### src/rtcr_regs.vh
// Offsets, field layouts, reset values and mode codes of the register bank
`ifndef RTCR_REGS_VH
`define RTCR_REGS_VH

// ************************************************************
// Register byte offsets (host address lines A10..A1, A0 = 0)
// ************************************************************
`define RTCR_OFF_DMA_ADDR_HI   11'h020
`define RTCR_OFF_DMA_ADDR_LO   11'h022
`define RTCR_OFF_IMG_ADDR_HI   11'h042
`define RTCR_OFF_IMG_ADDR_LO   11'h044
`define RTCR_OFF_DMA_CNT_HI    11'h050
`define RTCR_OFF_DMA_CNT_LO    11'h054
`define RTCR_OFF_UCLIP_MAX_Y   11'h08E
`define RTCR_OFF_SCLIP_MAX_X   11'h090
`define RTCR_OFF_SCLIP_MAX_Y   11'h092
`define RTCR_OFF_RET_ADDR_HI   11'h094
`define RTCR_OFF_RET_ADDR_LO   11'h096
`define RTCR_OFF_COLOUR_OFS    11'h09A

// ************************************************************
// Field widths
// ************************************************************
`define RTCR_CLIP_W      14
`define RTCR_ADDR_HI_W   7
`define RTCR_ADDR_LO_W   15
`define RTCR_CNT_HI_W    3
`define RTCR_CNT_LO_W    16

// ************************************************************
// Reset values and mode encodings
// ************************************************************
`define RTCR_XFER_RST    16'h0000
`define RTCR_XM_DMA      2'h1
`define RTCR_XM_CONV     2'h3
`define RTCR_CM_A        3'h1
`define RTCR_CM_B        3'h2
`define RTCR_CM_C        3'h3
`define RTCR_CM_D        3'h7

`endif

### src/rtcr_pinsync.v
// Three-stage pin synchroniser with agreement filter
`timescale 1ns/10ps
module rtcr_pinsync #(
   parameter W = 1,
   parameter [W-1:0] INIT = {W{1'b0}}
) (
   input wire sys_clk_in,      // System clock
   input wire rst_in,          // Async reset, active high
   input wire [W-1:0] pin_in,  // Asynchronous pin levels
   output reg [W-1:0] level_out // Filtered level
);
   reg [W-1:0] stage1;
   reg [W-1:0] stage2;
   reg [W-1:0] stage3;
   integer i;

   always @(posedge sys_clk_in or posedge rst_in) begin
      if (rst_in) begin
         stage1 <= INIT;
         stage2 <= INIT;
         stage3 <= INIT;
         level_out <= INIT;
      end else begin
         stage1 <= pin_in;
         stage2 <= stage1;
         stage3 <= stage2;
         // A bit changes only once two later stages agree
         for (i = 0; i < W; i = i + 1) begin
            if (stage2[i] == stage3[i]) begin
               level_out[i] <= stage3[i];
            end
         end
      end
   end
endmodule

### src/rtcr_colsat.v
// Saturating add of one signed colour offset to one colour component
`timescale 1ns/10ps
module rtcr_colsat #(
   parameter W = 5
) (
   input wire [W-1:0] comp_in,  // Unsigned source component
   input wire [W-1:0] ofs_in,   // Signed offset, sign in top bit
   output reg [W-1:0] sum_out   // Saturated result
);
   reg [W+1:0] sum;

   always @* begin
      sum = {2'b00, comp_in} + {{2{ofs_in[W-1]}}, ofs_in};
      if (sum[W+1]) begin
         sum_out = {W{1'b0}};
      end else if (sum[W]) begin
         sum_out = {W{1'b1}};
      end else begin
         sum_out = sum[W-1:0];
      end
   end
endmodule

### src/rtcr_top.v
// Rendering tail and data transfer control register bank with host port
`timescale 1ns/10ps
`include "rtcr_regs.vh"
module rtcr_top (
   input wire sys_clk_in,             // 40 MHz system clock
   input wire rst_in,                 // Async reset, active high
   input wire host_cs_n_in,           // Host chip select, active low
   input wire host_rd_n_in,           // Host read strobe, active low
   input wire host_wr_n_in,           // Host write strobe, active low
   input wire [10:1] host_addr_in,    // Host address A10..A1
   input wire [15:0] host_data_in,    // Host data bus, input side
   output reg [15:0] host_data_out,   // Host data bus, output side
   output reg host_data_oe_out,       // Drive enable of host data bus
   input wire [1:0] xfer_mode_in,     // Transfer mode field
   input wire [2:0] conv_mode_in,     // Conversion mode field
   input wire uclip_load_in,          // Engine loads user clip max Y
   input wire [13:0] uclip_max_y_in,  // User clip max Y from engine
   input wire sclip_load_in,          // Engine loads system clip maxima
   input wire [13:0] sclip_max_x_in,  // System clip max X from engine
   input wire [13:0] sclip_max_y_in,  // System clip max Y from engine
   input wire ret_load_in,            // Engine loads return address
   input wire [21:0] ret_addr_in,     // Return word address from engine
   input wire pix_valid_in,           // Source pixel valid
   input wire [15:0] pix_in,          // Source pixel, 5:6:5
   input wire bpp16_in,               // Drawing in 16 bits per pixel
   input wire quad_cmd_in,            // Textured quad command active
   input wire colour_offset_attribute_in, // Colour offset attribute
   output reg pix_valid_out,          // Result pixel valid
   output reg [15:0] pix_out,         // Result pixel, 5:6:5
   output reg [21:0] dma_dest_addr_out,   // DMA destination word address
   output reg [18:0] dma_word_count_out,  // DMA word count
   output reg dma_addr_use_out,       // DMA address and count in use
   output reg [21:0] image_dest_addr_out, // Image destination address
   output reg image_addr_use_out,     // Image address in use
   output reg [21:0] ret_addr_out     // Return word address to engine
);

   // ************************************************************
   // Host bus state machine encoding
   // ************************************************************
   localparam [2:0] ST_IDLE = 3'h1;
   localparam [2:0] ST_WR = 3'h2;
   localparam [2:0] ST_RD = 3'h4;

   // ************************************************************
   // Storage
   // ************************************************************
   reg [6:0] dma_dest_addr_high;
   reg [14:0] dma_dest_addr_low;
   reg [6:0] image_dest_addr_high;
   reg [14:0] image_dest_addr_low;
   reg [2:0] dma_word_count_high;
   reg [15:0] dma_word_count_low;
   reg [13:0] user_clip_max_y;
   reg [13:0] system_clip_max_x;
   reg [13:0] system_clip_max_y;
   reg [6:0] return_addr_high;
   reg [14:0] return_addr_low;
   reg [15:0] colour_offset;

   reg [2:0] state;
   reg [2:0] next_state;
   reg [15:0] rd_mux;
   wire [2:0] strobes;
   wire cs_act;
   wire rd_act;
   wire wr_act;
   wire [10:0] addr;
   wire wr_take;
   wire [4:0] sat_red;
   wire [5:0] sat_green;
   wire [4:0] sat_blue;
   wire [3:0] xfer_sel;

   // ************************************************************
   // Helper functions
   // ************************************************************
   function conv_active;
      input [2:0] mode;
      begin
         conv_active = (mode == `RTCR_CM_A) || (mode == `RTCR_CM_B) ||
            (mode == `RTCR_CM_C) || (mode == `RTCR_CM_D);
      end
   endfunction

   // Word address pair as seen on reads: high in 6..0, low in 15..1
   function [15:0] hi_word;
      input [6:0] f;
      begin
         hi_word = {9'h000, f};
      end
   endfunction

   function [15:0] lo_word;
      input [14:0] f;
      begin
         lo_word = {f, 1'b0};
      end
   endfunction

   function [15:0] clip_word;
      input [13:0] f;
      begin
         clip_word = {2'b00, f};
      end
   endfunction

   // ************************************************************
   // Host pin synchronisation
   // ************************************************************
   rtcr_pinsync #(
      .W(3),
      .INIT(3'h7)
   ) u_sync (
      .sys_clk_in(sys_clk_in),
      .rst_in(rst_in),
      .pin_in({host_cs_n_in, host_rd_n_in, host_wr_n_in}),
      .level_out(strobes)
   );

   assign cs_act = ~strobes[2];
   assign rd_act = cs_act & ~strobes[1];
   assign wr_act = cs_act & ~strobes[0];
   // Address and data are held steady by the host while a strobe is low
   assign addr = {host_addr_in, 1'b0};
   assign wr_take = (state == ST_IDLE) & wr_act;

   // One-hot select of transfer address register written this cycle
   assign xfer_sel[0] = wr_take & (addr == `RTCR_OFF_DMA_ADDR_HI);
   assign xfer_sel[1] = wr_take & (addr == `RTCR_OFF_DMA_ADDR_LO);
   assign xfer_sel[2] = wr_take & (addr == `RTCR_OFF_IMG_ADDR_HI);
   assign xfer_sel[3] = wr_take & (addr == `RTCR_OFF_IMG_ADDR_LO);

   // ************************************************************
   // Host bus sequencing
   // ************************************************************
   always @* begin
      next_state = state;
      case (state)
         ST_IDLE: begin
            if (wr_act) begin
               next_state = ST_WR;
            end else if (rd_act) begin
               next_state = ST_RD;
            end
         end
         ST_WR: begin
            if (!wr_act) begin
               next_state = ST_IDLE;
            end
         end
         ST_RD: begin
            if (!rd_act) begin
               next_state = ST_IDLE;
            end
         end
         default: begin
            next_state = ST_IDLE;
         end
      endcase
   end

   always @(posedge sys_clk_in or posedge rst_in) begin
      if (rst_in) begin
         state <= ST_IDLE;
      end else begin
         state <= next_state;
      end
   end

   // ************************************************************
   // Read multiplexer
   // ************************************************************
   // Unused bits read as zero everywhere, also where they may be undefined
   always @* begin
      case (addr)
         `RTCR_OFF_DMA_ADDR_HI: rd_mux = hi_word(dma_dest_addr_high);
         `RTCR_OFF_DMA_ADDR_LO: rd_mux = lo_word(dma_dest_addr_low);
         `RTCR_OFF_IMG_ADDR_HI: rd_mux = hi_word(image_dest_addr_high);
         `RTCR_OFF_IMG_ADDR_LO: rd_mux = lo_word(image_dest_addr_low);
         `RTCR_OFF_DMA_CNT_HI: rd_mux = {13'h0000, dma_word_count_high};
         `RTCR_OFF_DMA_CNT_LO: rd_mux = dma_word_count_low;
         `RTCR_OFF_UCLIP_MAX_Y: rd_mux = clip_word(user_clip_max_y);
         `RTCR_OFF_SCLIP_MAX_X: rd_mux = clip_word(system_clip_max_x);
         `RTCR_OFF_SCLIP_MAX_Y: rd_mux = clip_word(system_clip_max_y);
         `RTCR_OFF_RET_ADDR_HI: rd_mux = hi_word(return_addr_high);
         `RTCR_OFF_RET_ADDR_LO: rd_mux = lo_word(return_addr_low);
         `RTCR_OFF_COLOUR_OFS: rd_mux = colour_offset;
         default: rd_mux = 16'h0000;
      endcase
   end

   // Data is refreshed every cycle of a read so the host sees live state
   always @(posedge sys_clk_in or posedge rst_in) begin
      if (rst_in) begin
         host_data_out <= 16'h0000;
         host_data_oe_out <= 1'b0;
      end else begin
         host_data_oe_out <= (next_state == ST_RD);
         if (next_state == ST_RD) begin
            host_data_out <= rd_mux;
         end
      end
   end

   // ************************************************************
   // Transfer control registers, cleared by reset
   // ************************************************************
   always @(posedge sys_clk_in or posedge rst_in) begin
      if (rst_in) begin
         dma_dest_addr_high <= {`RTCR_ADDR_HI_W{1'b0}};
         dma_dest_addr_low <= {`RTCR_ADDR_LO_W{1'b0}};
         image_dest_addr_high <= {`RTCR_ADDR_HI_W{1'b0}};
         image_dest_addr_low <= {`RTCR_ADDR_LO_W{1'b0}};
         dma_word_count_high <= {`RTCR_CNT_HI_W{1'b0}};
         dma_word_count_low <= `RTCR_XFER_RST;
      end else begin
         // Only the host changes these; no stepping during transfers
         if (xfer_sel[0]) begin
            dma_dest_addr_high <= host_data_in[6:0];
         end
         if (xfer_sel[1]) begin
            dma_dest_addr_low <= host_data_in[15:1];
         end
         if (xfer_sel[2]) begin
            image_dest_addr_high <= host_data_in[6:0];
         end
         if (xfer_sel[3]) begin
            image_dest_addr_low <= host_data_in[15:1];
         end
         if (wr_take && addr == `RTCR_OFF_DMA_CNT_HI) begin
            dma_word_count_high <= host_data_in[2:0];
         end
         if (wr_take && addr == `RTCR_OFF_DMA_CNT_LO) begin
            dma_word_count_low <= host_data_in;
         end
      end
   end

   // ************************************************************
   // Rendering registers, kept across reset
   // ************************************************************
   // No reset term: contents must survive a reset of the renderer
   always @(posedge sys_clk_in) begin
      if (uclip_load_in) begin
         user_clip_max_y <= uclip_max_y_in;
      end
      // Host writes to the clip maxima are not decoded at all
      if (sclip_load_in) begin
         system_clip_max_x <= sclip_max_x_in;
         system_clip_max_y <= sclip_max_y_in;
      end
      // Engine load wins over a host write in the same cycle
      if (ret_load_in) begin
         return_addr_high <= ret_addr_in[21:15];
         return_addr_low <= ret_addr_in[14:0];
      end else if (wr_take && addr == `RTCR_OFF_RET_ADDR_HI) begin
         return_addr_high <= host_data_in[6:0];
      end
      if (wr_take && addr == `RTCR_OFF_COLOUR_OFS) begin
         colour_offset <= host_data_in;
      end
   end

   // ************************************************************
   // Colour offset path
   // ************************************************************
   rtcr_colsat #(
      .W(5)
   ) u_sat_red (
      .comp_in(pix_in[15:11]),
      .ofs_in(colour_offset[15:11]),
      .sum_out(sat_red)
   );

   rtcr_colsat #(
      .W(6)
   ) u_sat_green (
      .comp_in(pix_in[10:5]),
      .ofs_in(colour_offset[10:5]),
      .sum_out(sat_green)
   );

   rtcr_colsat #(
      .W(5)
   ) u_sat_blue (
      .comp_in(pix_in[4:0]),
      .ofs_in(colour_offset[4:0]),
      .sum_out(sat_blue)
   );

   // In 8-bit drawing the host keeps the attribute clear; bpp16 gates anyway
   always @(posedge sys_clk_in or posedge rst_in) begin
      if (rst_in) begin
         pix_valid_out <= 1'b0;
         pix_out <= 16'h0000;
      end else begin
         pix_valid_out <= pix_valid_in;
         if (pix_valid_in) begin
            if (bpp16_in && quad_cmd_in && colour_offset_attribute_in) begin
               pix_out <= {sat_red, sat_green, sat_blue};
            end else begin
               pix_out <= pix_in;
            end
         end
      end
   end

   // ************************************************************
   // Addresses and counts to the transfer engines
   // ************************************************************
   always @(posedge sys_clk_in or posedge rst_in) begin
      if (rst_in) begin
         dma_dest_addr_out <= 22'h000000;
         dma_word_count_out <= 19'h00000;
         dma_addr_use_out <= 1'b0;
         image_dest_addr_out <= 22'h000000;
         image_addr_use_out <= 1'b0;
      end else begin
         dma_dest_addr_out <= {dma_dest_addr_high, dma_dest_addr_low};
         dma_word_count_out <= {dma_word_count_high,
            dma_word_count_low};
         image_dest_addr_out <= {image_dest_addr_high,
            image_dest_addr_low};
         // Mode 11 routes data via the entry port to the image address
         dma_addr_use_out <= (xfer_mode_in == `RTCR_XM_DMA);
         image_addr_use_out <= (xfer_mode_in == `RTCR_XM_CONV) ||
            conv_active(conv_mode_in);
      end
   end

   // Return address is not cleared, so it follows storage without reset
   always @(posedge sys_clk_in) begin
      ret_addr_out <= {return_addr_high, return_addr_low};
   end

endmodule

### config.mk
export PLATFORM = sky130hd
export DESIGN_NAME = rtcr_top
export DESIGN_NICKNAME = d
export VERILOG_FILES = /design/src/rtcr_pinsync.v /design/src/rtcr_colsat.v /design/src/rtcr_top.v
export VERILOG_INCLUDE_DIRS = /design/src /design/src/src
export SDC_FILE = /design/constraint.sdc
export NUM_CORES = 1
export LEC_CHECK = 0
export BUFFER_PORTS_ARGS = -buffer_cell sky130_fd_sc_hd__buf_2
export CAP_MARGIN = 20
export CORE_MARGIN = 2
export CORE_UTILIZATION = 25
export CTS_BUF_LIST = sky130_fd_sc_hd__clkbuf_16
export CTS_CLUSTER_DIAMETER = 80
export DETAILED_ROUTE_END_ITERATION = 8
export GPL_ROUTABILITY_DRIVEN = 0
export PLACE_DENSITY = 0.42
export SLEW_MARGIN = 20
export SYNTH_ARGS = -nofsm -noshare
export SYNTH_HDL_FRONTEND = slang
export SYNTH_HIERARCHICAL = 1
export SYNTH_SLANG_ARGS = --single-unit
### constraint.sdc
create_clock -name sys_clk_in -period 6.9 [get_ports sys_clk_in]
set_clock_uncertainty 0.05 [all_clocks]
set_input_delay 0.345 -clock sys_clk_in [delete_from_list [all_inputs] [get_ports sys_clk_in]]
set_output_delay 0.345 -clock sys_clk_in [all_outputs]
set_load 0.02 [all_outputs]
==> run summary, run 1 <==
The total count of max-transition violations in the final report is 0. The area growth from synthesis to layout is 31.8%. The run gives 6.93 nW as the static leakage.

Number of standard cells after synthesis: 852. After detailed routing, the number of vias per cell comes to 4.57. Main flop type after synthesis: dfrtp_1. Derived from the worst setup path, the maximum achievable clock frequency is 336 MHz. Total of warnings raised by yosys: 6.

In the final design database the tool counted 1326 nets. In this run the register-to-register setup slack is 4.11 ns. Setup repair after global routing left no endpoint under its margin.

Clock tree synthesis found a total of 279 sinks. The total number of placement rows is 78. The H-tree was split into 2 levels. For the worst-skew pair, the clock arrives at the later sink with an insertion delay of 0.55 ns. The detailed-route via count is 8251. The tool flagged a number of max-cap violations equal to 0. The area of the core was 0.0455 mm². Data on the critical path arrives at its endpoint at 3.35 ns. In the routed design, unresolved DRC markers number 0. The kind of launch point of the worst setup path is an input pin.

The tools report the I/O pin count as 244. Clock-pin slew reported for the worst setup and hold paths after clock tree synthesis: 0.06 ns. For the worst setup path, the data required time is 7.27 ns. The first global-routing pass estimated 55300 µm of wire. For this run, the detailed router's first-pass iteration total came to 5. Wires add up to 37600 µm. Synthesis produced a netlist with a net count of 997. The run gives 34 as the clock buffer count from CTS. The number of flip-flops and latches in the synthesized netlist is 279. The worst path uses 43.2% of the clock period.

Entering global routing, the biggest net connects 92 pins. TritonCTS built the clock tree. The buffer count from post-CTS setup fixing came out at 0. After synthesis the cells add up to 0.0115 mm².

Type of the worst setup path: in -> reg. After legalization and detailed placement, the total HPWL measured 27100 µm. At the pin with the least slew margin, the transition time is 1.11 ns.

Setup violations remaining at the end of the flow were counted as 0. From bottom edge to top edge, the die measures 219 µm. The distinct cell type count after synthesis came out at 86. Counting I/O delays and the setup requirement, the final critical path takes 2.98 ns. The average wire per standard cell is 20.8 µm. Class of the most critical hold timing path: in -> reg.

Cells with a size suffix above 1 make up 34.4% of the layout. The tools report the initial antenna violation count as 1. Floorplan die area: 0.0478 mm². Once detail routing completed, the nets flagged for antenna violations numbered 0. The run gives 8505 as the via count of the first global-routing pass. The global router's overall resource usage was 15.8%; the die extent in x was 219 µm.

The diode insertion count for antenna repair was 0; the power per cell area was 253 mW/mm². A synthesized cell averages 13.5 µm². The flow ran to the end, and the final reports show no timing, DRC or antenna violations.

The worst setup path is captured at a register. After synthesis, the share of flip-flops with an asynchronous set or reset is 63.4%. In the layout the commonest cells are buf_2, dfrtp_1, edfxtp_1. The relative slew slack is 25.9%. After routing, the total negative slack on setup checks comes to 0 ns. The run gives 25.3% as the starting utilization of the core area. Input and output buffers added on the ports amount to 243. The aggregate global routing overflow was 0; the proportion of synthesized chip area in sequential cells was 63.2%. The run gives 417 as the number of violations reported at the end of detailed-routing iteration 0.

The tree is rooted in a clkbuf_16. The overall power came out at 0.00384 W. The count of final hold-check violations was 0. The largest driver fanout on the critical path works out to 16. Yosys mapped a number of flops with a built-in enable equal to 80. Counting along the longest clock path gives a buffer depth of 3.

The tools report the post-placement cell area as 0.0134 mm². The finished cells cover 0.0152 mm². VDD sags by at most 0.159 mV. The library cell used most frequently in the layout, excluding fill and tap cells, is buf_2.
[worst paths after layout]
kind | from | to | cells past startpoint
min in group asynchronous | rst_in | dma_dest_addr_out[18] | 3
worst min register to register | u_sync/stage1[2] | u_sync/stage2[2] | 0
worst max register to register | state[2] | image_dest_addr_low[10] | 4
worst min-delay path | ret_addr_in[16] | return_addr_high[1] | 2
max in group asynchronous | rst_in | dma_word_count_out[11] | 5
worst max-delay path | host_addr_in[4] | dma_dest_addr_low[10] | 5
[Yosys cell counts (7+ instances only)]
library cell  count  area share (%)
dfrtp_1         164              36
edfxtp_1         80              21
mux2_2           64             6.3
a21oi_1          47             2.0
nor2_1           47             1.5
mux2i_1          36             3.1
nand2_1          36             1.2
inv_1            28            0.91
o21ai_0          28             1.2
a22oi_1          23             1.5
dfxtp_1          22             3.8
ha_1             19             2.1
a211oi_1         14            0.91
clkbuf_1         13            0.42
dfstp_2          13             3.0
buf_2            12            0.52
nand3_1          11            0.48
o21ai_1          11            0.48
mux2_1           10            0.98
nor2b_1           9            0.49
nor3_1            9            0.39
nand2b_1          7            0.38
nand3b_1          7            0.46
[repair_timing]
action                    4_1_cts  5_1_grt
gates resized for setup         0        0
hold buffers                   73        0
hold endpoints to repair      141        0
[metrics by stage]
step           std cells  setup slack [ns]  hold slack (ns)  utilization [%]
5_1_grt             1806              3.80           0.0356             33.4
2_1_floorplan        852              2.04            0.292                -
3_5_place_dp        1670              3.28            0.297             29.4
4_1_cts             1804              3.86           0.0170             33.3
6_report            1806              3.92           0.0547             33.4
3_3_place_gp        1670              3.37            0.296             29.4
[sequential cells by signal (all words and copies together), names as in the netlist, 7 cells and up]
signal and cells:
image_dest_addr_low 15, dma_dest_addr_low 15, system_clip_max_y 14, host_data_out 16
dma_dest_addr_out 22, colour_offset 16, image_dest_addr_out 22, dma_dest_addr_high 7
system_clip_max_x 14, user_clip_max_y 14, image_dest_addr_high 7, ret_addr_out 22
return_addr_low 15, return_addr_high 7, pix_out 16, dma_word_count_out 19
dma_word_count_low 16
[area by class of cell]
type,count,area [µm²]
multi-input cells,511,3960
repair buffers,327,2060
fillers,4659,30300
clock buffers,34,851
well taps,600,751
flip-flops and latches,279,7290
clock inverters,27,175
inverters,28,110
[report_power, final]
part | switching, W | leakage (nW) | internal, W
sequential | 0.0000416 | 3.33 | 0.00179
combinational | 0.000218 | 3.07 | 0.000143
clock | 0.000707 | 0.527 | 0.000941
[kinds of logic (layout without fill, tap and decap cells)]
logic type / Yosys count / in the layout / share of synthesized area, %
XOR/XNOR: 5 / 5 / 0.380
AO/OA/AOI/OAI: 195 / 195 / 11.5
adder cells (fa/ha/maj): 26 / 26 / 2.96
AND/OR/NAND/NOR: 173 / 173 / 8.65
flip-flops: 279 / 279 / 63.2
buffers and inverters: 62 / 416 / 2.54
multiplexers: 112 / 112 / 10.7
[critical path, cell delays in order]
cell and delay [ns]:
buf_2 0.24, or4_1 0.77, nor3b_2 0.83, and2b_1 0.73, mux2_2 0.41
[per-layer routing]
layer | vias to the layer above | GRT usage [%] | part of all wire, %
met1 | 4114 | 20.9 | 44
li1 | 3852 | - | -
met3 | 44 | 3.97 | 6.2
met5 | - | 0 | 0.029
met2 | 239 | 25.5 | 48
met4 | 2 | 4.64 | 1.8
Note: power is estimated with default switching activity, not from simulation.
==> inputs of run 2 (changes only) <==
--- a/config.mk
+++ b/config.mk
@@ -14,7 +14,7 @@
 export CTS_CLUSTER_DIAMETER = 80
 export DETAILED_ROUTE_END_ITERATION = 8
 export GPL_ROUTABILITY_DRIVEN = 0
-export PLACE_DENSITY = 0.42
+export PLACE_DENSITY = 0.43
 export SLEW_MARGIN = 20
 export SYNTH_ARGS = -nofsm -noshare
 export SYNTH_HDL_FRONTEND = slang
==> constraint.sdc (replaced) <==
create_clock -name sys_clk_in -period 2.71 [get_ports sys_clk_in]
set_clock_uncertainty 0.05 [all_clocks]
set_input_delay 0.1355 -clock sys_clk_in [delete_from_list [all_inputs] [get_ports sys_clk_in]]
set_output_delay 0.1355 -clock sys_clk_in [all_outputs]
set_load 0.02 [all_outputs]
==> run summary, run 2 (synthesis gave the netlist of run 1 again) <==
The flow ran to the end, and the final reports show no timing, DRC or antenna violations. Origin of the critical flop-to-flop path: colour_offset[11]. Compared with the post-synthesis result, the final layout area differs by 36.8%.

The number of maximum-capacitance violations was 0 (unchanged); the post-layout minimum cycle time was 2.47 ns. The number of clock sinks is 279 (unchanged), and the power per cell area is 631 mW/mm² (+150%). The tools report the initial antenna violation count as 2 (+1).

The clock-pin slew reported for the worst setup and hold paths after clock tree synthesis was 0.06 ns (about the same); the detailed-route via count was 8412 (+2.0%). Worst hold path stage count: 1 (-1). In this run the critical register-to-register path is captured at pix_out[13]. The tree is rooted in a clkbuf_16.

The run gives 88 (-4.3%) as the maximum number of pins on one net before global-route repair. The worst path uses 91.1% of the clock period. The aggregate global routing overflow was 0 (unchanged); the sum of net half-perimeters after detailed placement was 28100 µm (+3.7%). The total count of max-transition violations in the final report was 0 (unchanged); the relative slew slack was 57.5% (+32 points). The total number of placement rows was 78 (unchanged); the number of I/O port buffers was 243 (unchanged). The arrival time at the worst endpoint is 2.80 ns (-0.55 ns). I/O pin count: 244 (unchanged). The slack of the worst reg-to-reg path is 0.24 ns (-3.87 ns), and the detail-routed via count per cell is 4.50 (-1.4%). The tools report the kind of launch point of the worst setup path as a register.

Global-route wire length before repair: 56200 µm (+1.6%). The logs give 0 (unchanged) for the number of nets with antenna violations after detailed routing and 3.04 ns (-4.23 ns) for the critical path required time. For the placed instance count, the log shows 1700 (+1.8%).

The slew of the pin with the lowest slew margin came out at 0.637 ns (-0.471 ns). The logs give 0.424 mV (+170%) for the highest ir drop seen on vdd and 0.00396 mm² (unchanged) for the total area of multi-input combinational cells. For the number of violations reported at the end of detailed-routing iteration 0, the log shows 391 (-6.2%). In the layout the commonest cells are buf_2, dfrtp_1, dlygate4sd3_1. The number of H-tree levels is 2 (unchanged).

Number of endpoints failing setup at the final stage: 0 (unchanged). The number of standard cells in the layout, taps in and fillers out is 1868 (+3.4%), and the insertion delay of the later-clocked pin in the worst-skew pair is 0.54 ns (about the same). The global router's overall resource usage was 16.0% (+0.18 points); the clock buffer count from CTS was 34 (unchanged).

The start point of the worst hold path is ret_load_in. The register area is 0.00729 mm² (unchanged), and the summed negative setup slack over all endpoints is 0 ns (unchanged). Setup repair after global routing left no endpoint under its margin.

The average wire per standard cell was 20.4 µm (-1.9%); the area of the core was 0.0455 mm² (unchanged). The run gives 4 (-1) as the first-pass iteration count of the detailed router. The layout filler cell count is 4571 (-1.9%), and the via count of the first global-routing pass is 8796 (+3.4%). The fraction of final layout cells with drive strength greater than 1 is 35.2% (+0.82 points). The run gives 25.3% (unchanged) as the starting utilization of the core area. Most common cell after layout, fill and taps aside: buf_2. The path with the worst hold slack has its endpoint at return_addr_low[1]. The die extent in y was 219 µm (unchanged). The die extent in x was 219 µm (unchanged). The floorplan die area was 0.0478 mm² (unchanged). The buffer count from post-CTS setup fixing was 0 (unchanged); the detailed-route wire length was 38100 µm (+1.4%). The largest driver fanout on the critical path is 4 (-12). The run gives 0 (unchanged) as the DRC violations left.

The run gives 1387 (+4.6%) as the net total in the final layout. The tools report the static leakage as 7.23 nW (+4.3%). The critical path in this run is classified as reg -> reg.

The count of final hold-check violations is 0 (unchanged), and the timing-limited maximum frequency is 405 MHz. In the final layout, the registers with the most flip-flops are dma_dest_addr_out: 22 flops, image_dest_addr_out: 22 flops, ret_addr_out: 22 flops. The worst setup path is captured at a register.

For the buffer depth of the longest clock path, the log shows 3 (unchanged). The post-cts resize count was 0 (unchanged). The number of cells on the worst reg-to-reg path is 9 (+5).

The class of the most critical hold timing path is in -> reg. TritonCTS built the clock tree.
## run 2: cell types whose count changed in the layout (fill, tap and decap cells not counted), moves of 2 or more
cell | before | now
buf_4 | 9 | 36
clkinv_1 | 7 | 3
clkinv_4 | 0 | 2
buf_12 | 0 | 3
dlygate4sd3_1 | 73 | 106
diode_2 | 0 | 2
## run 2: worst max-delay path: stages (launching register included)
cell and delay, ns:
edfxtp_1 0.36, ha_1 0.20, inv_1 0.07, fa_1 0.40, and2b_2 0.28, o221ai_2 0.14, a211oi_1 0.45, o311ai_1 0.15
mux2i_1 0.15, a21oi_1 0.08
## run 2: worst max-delay path by stage
stage	from	endpoint	slack (ns)
2_1_floorplan	host_addr_in[6]	colour_offset[0]	0.05
3_3_place_gp	colour_offset[5]	pix_out[7]	0.34
3_5_place_dp	colour_offset[11]	pix_out[13]	0.25
4_1_cts	colour_offset[11]	pix_out[13]	0.24
5_1_grt	colour_offset[0]	pix_out[2]	0.006
6_report	colour_offset[11]	pix_out[13]	0.24
## run 2: final cells by class
type / instances / share of cell area, %
Timing Repair Buffer: 388 / 16.5
Inverter: 28 / 0.690
Tap cell: 600 / 4.76
Multi-Input combinational cell: 511 / 25.1
Clock inverter: 25 / 1.13
Clock buffer: 35 / 5.55
Sequential cell: 279 / 46.2
Antenna cell: 2 / 0.0317
## run 2: stage by stage
step                power [W]  setup WS (ns)  hold WS (ns)  utilization [%]  instance area [µm²]
detailed placement    0.00561          0.251        0.0644             30.0                13600
global route           0.0104        0.00587        0.0357             34.7                15800
finish                0.00995          0.241        0.0480             34.7                15800
CTS                    0.0101          0.237        0.0176             34.7                15800
global placement      0.00561          0.342        0.0663             30.0                13600
floorplan             0.00517         0.0525        0.0900                -                11500
## run 2: where the power goes
part / switching (W) / internal (W) / total [W] / leakage (nW)
clock network: 0.00177 / 0.00254 / 0.00431 / 0.548
logic: 0.000575 / 0.000409 / 0.000985 / 3.35
registers: 0.000104 / 0.00455 / 0.00465 / 3.33
## run 2: repair_timing
action,4_1_cts,5_1_grt
hold buffers,106,0
setup endpoints to repair,0,0
hold endpoints to repair,335,0
## run 2: layer usage
layer  vias to the layer above  global-route usage [%]  part of all wire [%]
met5                         -                       0                     0
met4                         0                    4.95                   2.5
met3                        53                    4.37                   6.6
met2                       234                    25.7                    47
met1                      4158                    20.9                    44
li1                       3967                       -                     -
